$ cat src/inc/uart_pkg.sv
// Shared constants and types of the serial control and status block.
package uart_pkg;
	// ---------------------------------------------------------------
	// Register addresses
	// ---------------------------------------------------------------
	localparam logic [11:0] ADDR_DATA      = 12'hf40;
	localparam logic [11:0] ADDR_STATUS0   = 12'hf41;
	localparam logic [11:0] ADDR_CONTROL0  = 12'hf42;
	localparam logic [11:0] ADDR_CONTROL1  = 12'hf43;
	localparam logic [11:0] ADDR_BAUD_HI   = 12'hf46;
	localparam logic [11:0] ADDR_BAUD_LO   = 12'hf47;
	localparam logic [11:0] ADDR_INT_STAT  = 12'hf48;
	localparam logic [11:0] ADDR_INT_CLEAR = 12'hf49;
	localparam logic [11:0] ADDR_INT_EN    = 12'hf4a;
	// ---------------------------------------------------------------
	// Field positions
	// ---------------------------------------------------------------
	localparam int C0_TX_EN   = 7;
	localparam int C0_RX_EN   = 6;
	localparam int C0_FLOW    = 5;
	localparam int C0_PAR_EN  = 4;
	localparam int C0_PAR_ODD = 3;
	localparam int C0_BREAK   = 2;
	localparam int C0_TWO_STP = 1;
	localparam int C0_LOOP    = 0;
	localparam int C1_IR      = 0;
	localparam int C1_RX_QUIET = 1;
	localparam int INT_RX_DATA = 0;
	localparam int INT_RX_ERR  = 1;
	localparam int INT_TX_FREE = 2;
	localparam int INT_W       = 3;
	// ---------------------------------------------------------------
	// Reset values and timing counts
	// ---------------------------------------------------------------
	localparam logic [7:0]       CONTROL0_RST = 8'h00;
	localparam logic [7:0]       CONTROL1_RST = 8'h00;
	localparam logic [15:0]      BAUD_RST     = 16'h0001;
	localparam logic [INT_W-1:0] INT_EN_RST   = 3'h0;
	localparam logic [3:0]       OVS_MID      = 4'h7;
	localparam logic [3:0]       OVS_LAST     = 4'hf;
	localparam logic [3:0]       IR_PULSE     = 4'h3;
	localparam logic [4:0]       IR_HOLD      = 5'h10;
	localparam logic [2:0]       LAST_BIT     = 3'h7;
	// Serial frame states, Gray coded along idle-start-data-parity-stop.
	typedef enum logic [2:0] {
		SER_IDLE   = 3'b000,
		SER_START  = 3'b001,
		SER_DATA   = 3'b011,
		SER_PARITY = 3'b010,
		SER_STOP   = 3'b110
	} ser_state_e;
endpackage

$ cat src/design/uart_control_status.sv
// Serial receiver/transmitter with its control, status and interrupt registers.
//
// Added by the designer: the strobed register port.
`timescale 1ns/100ps
module uart_control_status (
	input  wire logic        ref_clk_i,
	input  wire logic        arst_n_i,
	input  wire logic [11:0] addr_i,
	input  wire logic [7:0]  wdata_i,
	input  wire logic        wr_i,
	input  wire logic        rd_i,
	output logic      [7:0]  rdata_o,
	input  wire logic        rxd_i,
	input  wire logic        cts_n_i,
	output logic             txd_o,
	output logic             irq_o
);
	// ---------------------------------------------------------------
	// Declarations
	// ---------------------------------------------------------------
	logic [7:0] ctl0_reg, ctl0_next, ctl1_reg, ctl1_next, rx_data_reg, rx_data_next;
	logic [15:0] baud_reg, baud_next, brg_cnt_reg, brg_cnt_next;
	logic tick_reg, tick_next, rxd_s1, rxd_s2, cts_s1, cts_s2;
	logic [4:0] ir_hold_reg, ir_hold_next;
	logic rda_reg, rda_next, pe_reg, pe_next, oe_reg, oe_next;
	logic fe_reg, fe_next, brk_reg, brk_next, irq_next;
	logic [uart_pkg::INT_W-1:0] ist_reg, ist_next, ien_reg, ien_next, ev;
	logic [7:0] rdata_next, status0;
	uart_pkg::ser_state_e rx_st_reg, rx_st_next, tx_st_reg, tx_st_next;
	logic [3:0] rx_ovs_reg, rx_ovs_next, tx_ovs_reg, tx_ovs_next;
	logic [2:0] rx_bit_reg, rx_bit_next, tx_bit_reg, tx_bit_next;
	logic [7:0] rx_sh_reg, rx_sh_next, tx_sh_reg, tx_sh_next, tx_hold_reg, tx_hold_next;
	logic rx_par_reg, rx_par_next, rx_done_reg, rx_done_next;
	logic rx_pe_reg, rx_pe_next, rx_fe_reg, rx_fe_next, rx_brk_reg, rx_brk_next;
	logic tx_holding_empty_reg, tx_holding_empty_next, tx_line_reg, tx_line_next, txd_next, tx_load;
	logic tx_stop2_reg, tx_stop2_next, rx_src, line_out, rd_data, wr_data, tx_go;
	logic tx_par_reg, tx_par_next;

	assign rd_data = rd_i && (addr_i == uart_pkg::ADDR_DATA);
	assign wr_data = wr_i && (addr_i == uart_pkg::ADDR_DATA);
	assign status0 = {rda_reg, pe_reg, oe_reg, fe_reg, brk_reg, tx_holding_empty_reg,
		(tx_st_reg == uart_pkg::SER_IDLE), cts_s2};

	// ---------------------------------------------------------------
	// Pin synchronisers
	// ---------------------------------------------------------------
	// Two flops each; only the second stage is read by any logic.
	always_ff @(posedge ref_clk_i or negedge arst_n_i) begin
		if (!arst_n_i) begin
			rxd_s1 <= 1'b1;
			rxd_s2 <= 1'b1;
			cts_s1 <= 1'b1;
			cts_s2 <= 1'b1;
		end else begin
			rxd_s1 <= rxd_i;
			rxd_s2 <= rxd_s1;
			cts_s1 <= cts_n_i;
			cts_s2 <= cts_s1;
		end
	end

	// ---------------------------------------------------------------
	// Baud tick and infrared decoder
	// ---------------------------------------------------------------
	// One tick every divisor clocks gives sixteen ticks per bit; divisor 0 acts as 65536.
	// A count above a freshly lowered divisor ends the period at once instead of wrapping.
	always_comb begin
		tick_next    = (brg_cnt_reg >= baud_reg - 16'h0001);
		brg_cnt_next = tick_next ? 16'h0000 : brg_cnt_reg + 16'h0001;
		// An infrared pulse marks a zero bit; hold the decoded low for one bit time.
		ir_hold_next = ir_hold_reg;
		if (rxd_s2)
			ir_hold_next = uart_pkg::IR_HOLD;
		else if (tick_reg && ir_hold_reg != 5'h00)
			ir_hold_next = ir_hold_reg - 5'h01;
	end

	always_ff @(posedge ref_clk_i or negedge arst_n_i) begin
		if (!arst_n_i) begin
			tick_reg    <= 1'b0;
			brg_cnt_reg <= 16'h0000;
			ir_hold_reg <= 5'h00;
		end else begin
			tick_reg    <= tick_next;
			brg_cnt_reg <= brg_cnt_next;
			ir_hold_reg <= ir_hold_next;
		end
	end

	// Receive source: loopback, infrared decoder or plain line.
	assign rx_src = ctl0_reg[uart_pkg::C0_LOOP] ? tx_line_reg :
		(ctl1_reg[uart_pkg::C1_IR] ? (ir_hold_reg == 5'h00) : rxd_s2);

	// ---------------------------------------------------------------
	// Receiver
	// ---------------------------------------------------------------
	// Start is checked at mid-bit, later bits sixteen ticks after that.
	always_comb begin
		rx_st_next  = rx_st_reg;
		rx_ovs_next = rx_ovs_reg;
		rx_bit_next = rx_bit_reg;
		rx_sh_next  = rx_sh_reg;
		rx_par_next = rx_par_reg;
		rx_done_next = 1'b0;
		rx_pe_next  = rx_pe_reg;
		rx_fe_next  = rx_fe_reg;
		rx_brk_next = rx_brk_reg;
		if (tick_reg)
			rx_ovs_next = rx_ovs_reg + 4'h1;
		unique case (rx_st_reg)
			uart_pkg::SER_IDLE: begin
				rx_ovs_next = 4'h0;
				if (ctl0_reg[uart_pkg::C0_RX_EN] && !rx_src)
					rx_st_next = uart_pkg::SER_START;
			end
			uart_pkg::SER_START: if (tick_reg && rx_ovs_reg == uart_pkg::OVS_MID) begin
				rx_ovs_next = 4'h0;
				rx_bit_next = 3'h0;
				rx_st_next  = rx_src ? uart_pkg::SER_IDLE : uart_pkg::SER_DATA;
			end
			uart_pkg::SER_DATA: if (tick_reg && rx_ovs_reg == uart_pkg::OVS_LAST) begin
				rx_sh_next  = {rx_src, rx_sh_reg[7:1]};
				rx_bit_next = rx_bit_reg + 3'h1;
				if (rx_bit_reg == uart_pkg::LAST_BIT)
					rx_st_next = ctl0_reg[uart_pkg::C0_PAR_EN] ?
						uart_pkg::SER_PARITY : uart_pkg::SER_STOP;
			end
			uart_pkg::SER_PARITY: if (tick_reg && rx_ovs_reg == uart_pkg::OVS_LAST) begin
				rx_par_next = rx_src;
				rx_st_next  = uart_pkg::SER_STOP;
			end
			uart_pkg::SER_STOP: if (tick_reg && rx_ovs_reg == uart_pkg::OVS_LAST) begin
				rx_done_next = 1'b1;
				rx_fe_next   = !rx_src;
				rx_pe_next   = ctl0_reg[uart_pkg::C0_PAR_EN] &&
					((^rx_sh_reg ^ rx_par_reg) != ctl0_reg[uart_pkg::C0_PAR_ODD]);
				rx_brk_next  = !rx_src && rx_sh_reg == 8'h00 &&
					!(ctl0_reg[uart_pkg::C0_PAR_EN] && rx_par_reg);
				rx_st_next   = uart_pkg::SER_IDLE;
			end
			default: rx_st_next = uart_pkg::SER_IDLE;
		endcase
		if (!ctl0_reg[uart_pkg::C0_RX_EN])
			rx_st_next = uart_pkg::SER_IDLE;
	end

	always_ff @(posedge ref_clk_i or negedge arst_n_i) begin
		if (!arst_n_i) begin
			rx_st_reg   <= uart_pkg::SER_IDLE;
			rx_ovs_reg  <= 4'h0;
			rx_bit_reg  <= 3'h0;
			rx_sh_reg   <= 8'h00;
			rx_par_reg  <= 1'b0;
			rx_done_reg <= 1'b0;
			rx_pe_reg   <= 1'b0;
			rx_fe_reg   <= 1'b0;
			rx_brk_reg  <= 1'b0;
		end else begin
			rx_st_reg   <= rx_st_next;
			rx_ovs_reg  <= rx_ovs_next;
			rx_bit_reg  <= rx_bit_next;
			rx_sh_reg   <= rx_sh_next;
			rx_par_reg  <= rx_par_next;
			rx_done_reg <= rx_done_next;
			rx_pe_reg   <= rx_pe_next;
			rx_fe_reg   <= rx_fe_next;
			rx_brk_reg  <= rx_brk_next;
		end
	end

	// ---------------------------------------------------------------
	// Transmitter
	// ---------------------------------------------------------------
	// Flow control holds a waiting byte until CTS is low.
	assign tx_go = ctl0_reg[uart_pkg::C0_TX_EN] && !tx_holding_empty_reg &&
		!(ctl0_reg[uart_pkg::C0_FLOW] && cts_s2);
	assign tx_load = (tx_st_reg == uart_pkg::SER_IDLE) && tx_go;
	assign line_out = tx_line_reg && !ctl0_reg[uart_pkg::C0_BREAK];

	always_comb begin
		tx_st_next    = tx_st_reg;
		tx_ovs_next   = tick_reg ? tx_ovs_reg + 4'h1 : tx_ovs_reg;
		tx_bit_next   = tx_bit_reg;
		tx_sh_next    = tx_sh_reg;
		tx_stop2_next = tx_stop2_reg;
		tx_par_next   = tx_par_reg;
		tx_hold_next  = tx_hold_reg;
		tx_holding_empty_next     = tx_holding_empty_reg;
		tx_line_next  = tx_line_reg;
		unique case (tx_st_reg)
			uart_pkg::SER_IDLE: begin
				tx_ovs_next  = 4'h0;
				tx_line_next = 1'b1;
				if (tx_load) begin
					tx_sh_next   = tx_hold_reg;
					tx_par_next  = tx_par_bit(tx_hold_reg);
					tx_holding_empty_next    = 1'b1;
					tx_line_next = 1'b0;
					tx_st_next   = uart_pkg::SER_START;
				end
			end
			uart_pkg::SER_START: if (tick_reg && tx_ovs_reg == uart_pkg::OVS_LAST) begin
				tx_bit_next  = 3'h0;
				tx_line_next = tx_sh_reg[0];
				tx_st_next   = uart_pkg::SER_DATA;
			end
			uart_pkg::SER_DATA: if (tick_reg && tx_ovs_reg == uart_pkg::OVS_LAST) begin
				tx_bit_next = tx_bit_reg + 3'h1;
				tx_sh_next  = {1'b0, tx_sh_reg[7:1]};
				tx_line_next = tx_sh_reg[1];
				if (tx_bit_reg == uart_pkg::LAST_BIT) begin
					tx_stop2_next = ctl0_reg[uart_pkg::C0_TWO_STP];
					if (ctl0_reg[uart_pkg::C0_PAR_EN]) begin
						tx_line_next = tx_par_reg;
						tx_st_next   = uart_pkg::SER_PARITY;
					end else begin
						tx_line_next = 1'b1;
						tx_st_next   = uart_pkg::SER_STOP;
					end
				end
			end
			uart_pkg::SER_PARITY: if (tick_reg && tx_ovs_reg == uart_pkg::OVS_LAST) begin
				tx_line_next = 1'b1;
				tx_st_next   = uart_pkg::SER_STOP;
			end
			uart_pkg::SER_STOP: if (tick_reg && tx_ovs_reg == uart_pkg::OVS_LAST) begin
				tx_stop2_next = 1'b0;
				if (!tx_stop2_reg)
					tx_st_next = uart_pkg::SER_IDLE;
			end
			default: tx_st_next = uart_pkg::SER_IDLE;
		endcase
		// A write into the holding register always lands, even beside a load.
		if (wr_data) begin
			tx_hold_next = wdata_i;
			tx_holding_empty_next    = 1'b0;
		end
		// Infrared mode sends a 3/16-bit pulse for each zero, no light when idle.
		txd_next = ctl1_reg[uart_pkg::C1_IR] ?
			(!line_out && tx_ovs_reg < uart_pkg::IR_PULSE) : line_out;
	end

	// Parity is taken when the byte is loaded, so a new write into holding
	// during the frame cannot change the parity bit still to be sent.
	function automatic logic tx_par_bit(input logic [7:0] d);
		tx_par_bit = ^d ^ ctl0_reg[uart_pkg::C0_PAR_ODD];
	endfunction

	always_ff @(posedge ref_clk_i or negedge arst_n_i) begin
		if (!arst_n_i) begin
			tx_st_reg    <= uart_pkg::SER_IDLE;
			tx_ovs_reg   <= 4'h0;
			tx_bit_reg   <= 3'h0;
			tx_sh_reg    <= 8'h00;
			tx_stop2_reg <= 1'b0;
			tx_par_reg   <= 1'b0;
			tx_hold_reg  <= 8'h00;
			tx_holding_empty_reg     <= 1'b1;
			tx_line_reg  <= 1'b1;
			txd_o        <= 1'b1;
		end else begin
			tx_st_reg    <= tx_st_next;
			tx_ovs_reg   <= tx_ovs_next;
			tx_bit_reg   <= tx_bit_next;
			tx_sh_reg    <= tx_sh_next;
			tx_stop2_reg <= tx_stop2_next;
			tx_par_reg   <= tx_par_next;
			tx_hold_reg  <= tx_hold_next;
			tx_holding_empty_reg     <= tx_holding_empty_next;
			tx_line_reg  <= tx_line_next;
			txd_o        <= txd_next;
		end
	end

	// ---------------------------------------------------------------
	// Registers, receive flags and interrupts
	// ---------------------------------------------------------------
	// Events are applied after clears so a new event is never lost.
	always_comb begin
		ctl0_next = ctl0_reg;
		ctl1_next = ctl1_reg;
		baud_next = baud_reg;
		ien_next  = ien_reg;
		rx_data_next = rx_data_reg;
		rda_next = rda_reg;
		pe_next  = pe_reg;
		oe_next  = oe_reg;
		fe_next  = fe_reg;
		brk_next = brk_reg;
		ist_next = ist_reg;
		// Writes are taken at any time; software keeps them to idle periods.
		if (wr_i) begin
			unique case (addr_i)
				uart_pkg::ADDR_CONTROL0:  ctl0_next = wdata_i;
				uart_pkg::ADDR_CONTROL1:  ctl1_next = wdata_i;
				uart_pkg::ADDR_BAUD_HI:   baud_next[15:8] = wdata_i;
				uart_pkg::ADDR_BAUD_LO:   baud_next[7:0] = wdata_i;
				uart_pkg::ADDR_INT_EN:    ien_next = wdata_i[uart_pkg::INT_W-1:0];
				uart_pkg::ADDR_INT_CLEAR: ist_next = ist_reg & ~wdata_i[uart_pkg::INT_W-1:0];
				default: ;
			endcase
		end
		if (rd_data) begin
			rda_next = 1'b0;
			pe_next  = 1'b0;
			fe_next  = 1'b0;
			brk_next = 1'b0;
			if (!rda_reg)
				oe_next = 1'b0;
		end
		if (rx_done_reg) begin
			rx_data_next = rx_sh_reg;
			rda_next = 1'b1;
			oe_next  = oe_next | rda_reg;
			pe_next  = pe_next | rx_pe_reg;
			fe_next  = fe_next | rx_fe_reg;
			brk_next = brk_next | rx_brk_reg;
		end
		ev = '0;
		ev[uart_pkg::INT_RX_DATA] = rx_done_reg && !ctl1_reg[uart_pkg::C1_RX_QUIET];
		ev[uart_pkg::INT_RX_ERR]  = rx_done_reg &&
			(rx_pe_reg || rx_fe_reg || rx_brk_reg || rda_reg);
		ev[uart_pkg::INT_TX_FREE] = tx_load;
		ist_next = ist_next | ev;
		irq_next = |(ist_reg & ien_reg);
		rdata_next = 8'h00;
		if (rd_i) begin
			unique case (addr_i)
				uart_pkg::ADDR_DATA:     rdata_next = rx_data_reg;
				uart_pkg::ADDR_STATUS0:  rdata_next = status0;
				uart_pkg::ADDR_CONTROL0: rdata_next = ctl0_reg;
				uart_pkg::ADDR_CONTROL1: rdata_next = ctl1_reg;
				uart_pkg::ADDR_BAUD_HI:  rdata_next = baud_reg[15:8];
				uart_pkg::ADDR_BAUD_LO:  rdata_next = baud_reg[7:0];
				uart_pkg::ADDR_INT_STAT: rdata_next = {5'h00, ist_reg};
				uart_pkg::ADDR_INT_EN:   rdata_next = {5'h00, ien_reg};
				default:                 rdata_next = 8'h00;
			endcase
		end
	end

	always_ff @(posedge ref_clk_i or negedge arst_n_i) begin
		if (!arst_n_i) begin
			ctl0_reg <= uart_pkg::CONTROL0_RST;
			ctl1_reg <= uart_pkg::CONTROL1_RST;
			baud_reg <= uart_pkg::BAUD_RST;
			ien_reg  <= uart_pkg::INT_EN_RST;
			ist_reg  <= '0;
			rx_data_reg <= 8'h00;
			rda_reg <= 1'b0;
			pe_reg  <= 1'b0;
			oe_reg  <= 1'b0;
			fe_reg  <= 1'b0;
			brk_reg <= 1'b0;
			irq_o   <= 1'b0;
			rdata_o <= 8'h00;
		end else begin
			ctl0_reg <= ctl0_next;
			ctl1_reg <= ctl1_next;
			baud_reg <= baud_next;
			ien_reg  <= ien_next;
			ist_reg  <= ist_next;
			rx_data_reg <= rx_data_next;
			rda_reg <= rda_next;
			pe_reg  <= pe_next;
			oe_reg  <= oe_next;
			fe_reg  <= fe_next;
			brk_reg <= brk_next;
			irq_o   <= irq_next;
			rdata_o <= rdata_next;
		end
	end
endmodule

$ cat config.mk
export PLATFORM = sky130hd
export DESIGN_NAME = uart_control_status
export DESIGN_NICKNAME = d
export VERILOG_FILES = /design/src/inc/uart_pkg.sv /design/src/design/uart_control_status.sv
export SDC_FILE = /design/constraint.sdc
export NUM_CORES = 1
export LEC_CHECK = 0
export BUFFER_PORTS_ARGS = -buffer_cell sky130_fd_sc_hd__buf_2
export CORE_MARGIN = 2
export CORE_UTILIZATION = 66
export CTS_CLUSTER_DIAMETER = 80
export CTS_CLUSTER_SIZE = 16
export DETAILED_ROUTE_END_ITERATION = 16
export GPL_ROUTABILITY_DRIVEN = 0
export PLACE_DENSITY = 0.85
export SYNTH_ARGS = -nofsm -noshare
export SYNTH_HDL_FRONTEND = slang
export SYNTH_SLANG_ARGS = --single-unit
$ cat constraint.sdc
create_clock -name ref_clk_i -period 8 [get_ports ref_clk_i]
set_input_delay 0 -clock ref_clk_i [delete_from_list [all_inputs] [get_ports ref_clk_i]]
set_output_delay 0 -clock ref_clk_i [all_outputs]
set_load 0.01 [all_outputs]
* After elaboration in Yosys (flattened, before gate mapping)
Index checks and enable logic that the tools add are counted.
W data, S select, Z words.
** Storage, ports and cells
- Bits in writable memories :: 0
- Bits in registers :: 140
- Memory bits (read-only) :: 0
- Output and inout bits :: 10
- Logic and storage cells :: 230
- Memories kept :: 0
- Bits of input ports :: 26
- Bits in latches :: 0
** Operators by class
- Bitwise logic cells :: 10
- Muxes and demuxes :: 69
- Add/sub/neg operators :: 7
- Equal/unequal tests :: 38
- Div/mod/pow operators :: 0
- Magnitude comparators :: 2
- Shift-type cells :: 0
- Reduce and logical (&&, ||, !) cells :: 64
- $mul :: 0
** Operators by type and width (number)
- $eq A12 B12 Y1 const B :: 9
- $pmux W8 S8 :: 1
- $mux W3 :: 21
- $pmux W3 S5 :: 2
- $mux W1 :: 28
- $mux W8 :: 3
- $reduce_and A2 Y1 :: 10
- $logic_and A1 B1 Y1 :: 19
- $ne A3 B3 Y1 const B :: 6
- $reduce_bool A2 Y1 :: 9
- $add A16 B1 Y16 const B :: 1
- $ge A16 B16 Y1 :: 1
- $mux W16 :: 1
- $mux W4 :: 4
- $ne A2 B2 Y1 const B :: 8
- $pmux W8 S2 :: 1
- $reduce_xor A8 Y1 :: 2
- $sub A16 B1 Y16 const B :: 1
- $eq A3 B2 Y1 const B :: 4
- $eq A3 B3 Y1 const B :: 4
- $pmux W3 S2 :: 2
- $mux W5 :: 2
- $reduce_and A3 Y1 :: 3
- $add A4 B1 Y4 const B :: 2
- 28 further kinds :: 46

* Logic depth before layout (Yosys ltp)
- Depth in word-level cells :: 8
- Gate-level depth with buffers :: 13
- Depth with buffers taken out :: 12

* Least setup slack after synthesis
Ideal clock, no wire load.
- Path type :: register to register
- From :: register baud_reg[3]
- To :: register brg_cnt_reg[10]
- Data required time :: 7.879 ns
- Setup time :: 0.121 ns
- Clock period less this slack :: 2.909 ns
- Slack :: 5.091 ns
- Path buffers :: 2
- Cell stages (with the launch flop) :: 14
- Data arrival time :: 2.788 ns
- Cells stage by stage :: dfrtp_1 -> clkbuf_1 -> nor4_1 -> and3b_1 -> nand2_1 -> nor4_1 -> xnor2_1 -> ha_1 -> nand4_1 -> nor2_1 -> o2111ai_1 -> o221ai_1 -> buf_2 -> nor2_1
** Between the ends
- Word-level cells in the longest chain between the ends :: 3
** Ends and longest elaborated chain
- start, declared :: line uart_control_status.sv:22 : logic [15:0] baud_reg, baud_next, brg_cnt_reg, brg_cnt_next;
- start signal, assigned :: line uart_control_status.sv:346 : baud_reg <= uart_pkg::BAUD_RST;
- start signal, assigned :: line uart_control_status.sv:360 : baud_reg <= baud_next;
- $sub A16 B1 Y16 :: line uart_control_status.sv:68 : tick_next = (brg_cnt_reg >= baud_reg - 16'h0001);
- $ge A16 B16 Y1 :: line uart_control_status.sv:68
- named net tick_next :: line uart_control_status.sv:23 : logic tick_reg, tick_next, rxd_s1, rxd_s2, cts_s1, cts_s2;
- $mux W16 :: line uart_control_status.sv:69 : brg_cnt_next = tick_next ? 16'h0000 : brg_cnt_reg + 16'h0001;
- named net brg_cnt_next[10] :: line uart_control_status.sv:22
- end signal, assigned :: line uart_control_status.sv:85 : brg_cnt_reg <= brg_cnt_next;
- end, declared :: line uart_control_status.sv:22
The timed path passes the listed nets, and every way through them passes these cells.
A chain may end at the register's enable or synchronous reset.

* Worst setup path in the final report
- From :: register baud_reg[10]
- To :: register brg_cnt_reg[7]
** Between the ends
- Word-level cells in the longest chain between the ends :: 3
** Ends and longest elaborated chain (line)
- $sub A16 B1 Y16 :: uart_control_status.sv:68
- $ge A16 B16 Y1 :: uart_control_status.sv:68
- $mux W16 :: uart_control_status.sv:69
- named net brg_cnt_next[7] :: uart_control_status.sv:22
The timed path passes the listed nets, and every way through them passes these cells.

==> results.yml <==
outcome:
  status: "complete, no violations"
drt:
  first_pass_iters: 6
  final_antenna_net_count: 0
  via_per_inst: 6.49
  wire_per_inst_um: 20.6
  drt-total-wl_mm: 18.0
  drcViolationCount: 0
  route.vias.total: 5669
  first_iter_violations: 548
finish:
  fill_cells: 625
  insertedDiodeCount: 0
  fin_nets: 775
  area_growth_pct: 15.4
  drive_above_1_share: 0.199
  mostFrequentLayoutCell: "dfrtp_1"
  layout_common_cells: "dfrtp_1 (132), nor2_1 (57), mux2_2 (55)"
  layout.cells.non_filler: 873
floorplan:
  die_w_um: 108
  die_y_um: 108
  io_pins: 36
  die_area_um2: 11700
  core_um2: 10700
  start_util: 0.668
  placementRows: 38
critical_path:
  cp_common_cell: "a21o_1"
  crit_family: "simple AND/OR/NAND/NOR gates"
  critical_path_depth: 11
  rr_worst_depth: 11
  critPathCaptureType: "register"
  worstPathCellList: "nor4_1 -> nand3_1 -> nor3_1 -> xnor2_1 -> ha_1 -> a21o_1 -> a21o_1 -> a221oi_1 -> o221ai_1 -> buf_4 -> nor2_1"
  cp-endpoint: "brg_cnt_reg[7]"
  crit_start: "baud_reg[10]"
  worstSetupStartpointType: "register"
  rrSetupSlack_ns: 4.25
  r2r_end: "brg_cnt_reg[7]"
  reg2reg_from: "baud_reg[10]"
  cpPeakStageDelay_ns: 0.61
  cp_data_arrival_time_ns: 4.22
  slowest_stage: "nor4_1"
  cp_num_buf_inv: 1
  crit_fanout: 10
  required_ns: 8.47
  crit_type: "reg2reg"
timing:
  skew_ns: 0.00696
  timing.final.crit_period_ns: 3.75
  totalNegativeSetupSlack_ns: 0
  setup_violations: 0
  fmax_ghz: 0.266
  max_slew.worst_pin.slew_ns: 1.06
  finalHoldViolCount: 0
  timing.slew.headroom: 0.292
  slew_violations: 0
  timing.final.ws_setup_ns: 4.25
  period_share: 0.469
  rsz0062_at_grt: "no"
synth:
  synthMuxAreaShare: 0.117
  syn_area_um2: 7180
  synth_seq_area_share: 0.489
  synth_top_flop_cell: "dfrtp_1"
  synthAdderAreaFrac: 0.0505
  synth.distinct_cells: 67
  synth.avg_cell_area_um2: 10.8
  synth_top_area_frac: 0.460
  synthSimpleGateAreaFrac: 0.159
  synth_compound_area_frac: 0.0962
  ys.warnings.count: 0
  yosys_register_bits: 140
  synth_top_family_by_area: "simple AND/OR/NAND/NOR gates"
  synth-xor-area-share: 0.0598
  synth_area_leader_cell: "dfrtp_1"
  netlist_instances: 665
  syn_nets: 720
  netlist_top_cells_area: "dfrtp_1 (46%), mux2_2 (8.6%), ha_1 (5.1%)"
  synth_edf_count: 0
  synthArstFlopShare: 1.00
pwr:
  clockPowerShare: 0.430
  power_mw: 1.89
  combPwrFrac: 0.131
  leakage_nw: 3.86
  p_int_mw: 1.39
  seqPwrFrac: 0.439
  power_density_nw_per_um2: 229
  p_switching_mw: 0.507
  p_sw_frac: 0.268
  max-vdd-ir-drop_v: 0.000235
global_route:
  grt_pass1_vias: 5648
  antenna_found_initial: 0
  grt_usage: 0.329
  grt-ovfl-total: 0
  grt_pass1_wl_mm: 29.0
  grt_max_degree: 79
place:
  place_inst: 819
  hpwl_mm: 10.7
  io_buffers: 35
  dp_slack_ns: 4.31
clock_tree:
  clockBufferDepth: 2
  postCtsSetupRepairBufs: 0
  cts_tree: "done"
  clk_pin_slew_worst_paths_ns: 0.06
  clkSinkCount: 140
  cts_hold_buf: 21
  cts_inserted_buffers: 17
  worstSkewPairLatency_ns: 0.55
  root_buffer: "clkbuf_8"
  cts_max_level: 4
  cts.repair.resized: 0
job:
  max_cap_violations: 0
hold_path:
  hold_class: "in2async"
[power by group through the flow]
stage / Combinational [mW] / Sequential [mW] / Clock (mW)
after global placement: 0.219 / 0.838 / 0
after CTS: 0.243 / 0.830 / 0.817
after floorplan: 0.180 / 0.818 / 0
final: 0.248 / 0.831 / 0.813
after detailed placement: 0.233 / 0.842 / 0
after global routing: 0.282 / 0.839 / 0.851
[final cells by class]
class                           instances  area (um2)  share of cell area
Clock buffer                           21         439              0.0530
Multi-Input combinational cell        472        3460               0.418
Clock inverter                         11         168              0.0202
Inverter                               30         113              0.0136
Sequential cell                       140        3510               0.424
Tap cell                              140         175              0.0212
Timing Repair Buffer                   59         414              0.0500
[cells by family (layout without fill, tap and decap cells)]
family | count (synthesis) | in the layout
mux | 73 | 73
simple gates | 217 | 217
flops | 140 | 140
buf+inv | 53 | 121
compound gates | 104 | 104
fa+ha+maj | 29 | 29
xor+xnor | 49 | 49
[synthesized netlist by cell type, types with 3 or more instances]
cell / n
mux2_2: 55
xnor2_1: 29
a21oi_1: 21
a21o_1: 10
nor2b_1: 9
o21a_1: 4
and4_1: 3
nand2b_1: 6
a211oi_1: 3
a22oi_1: 5
nor2_1: 57
nor3_1: 17
ha_1: 29
inv_1: 30
mux4_2: 3
and3_1: 5
nand3b_1: 3
a22o_1: 8
dfstp_2: 8
buf_1: 3
o21ai_0: 29
nor4_1: 5
mux2i_1: 15
nand3_1: 28
clkbuf_1: 14
xor2_1: 20
nand2_1: 46
a31oi_1: 3
dfrtp_1: 132
buf_2: 5
nand4_1: 12
or4_1: 3
[metrics by stage]
stage	util	area, um2	hold slack, ns
final	0.771	8280	0.0524
after global routing	0.771	8280	0.0712
after CTS	0.770	8270	0.0354
after detailed placement	0.694	7460	0.0739
after global placement	0.694	7460	0.0570
after floorplan	-	7180	-0.296
[worst min path at each step]
stage / startpoint / endpoint / slack [ns] / cells after the start
2_1_floorplan: arst_n_i / baud_reg[10] / -0.30 / 0
3_3_place_gp: arst_n_i / rx_sh_reg[2] / 0.06 / 1
3_5_place_dp: arst_n_i / rx_sh_reg[3] / 0.07 / 1
4_1_cts: addr_i[4] / rdata_o[2] / 0.04 / 5
5_1_grt: addr_i[4] / rdata_o[2] / 0.07 / 5
6_report: arst_n_i / rx_sh_reg[3] / 0.05 / 2
[layer usage]
metal  routed length (um)  global-route usage  share of wire
met1                 7160               0.414           0.40
met2                 8390               0.517           0.47
met3                 1560               0.103          0.087
met4                  886               0.168          0.049
met5                    0                   0              0
(Power assumes the default switching activity.)
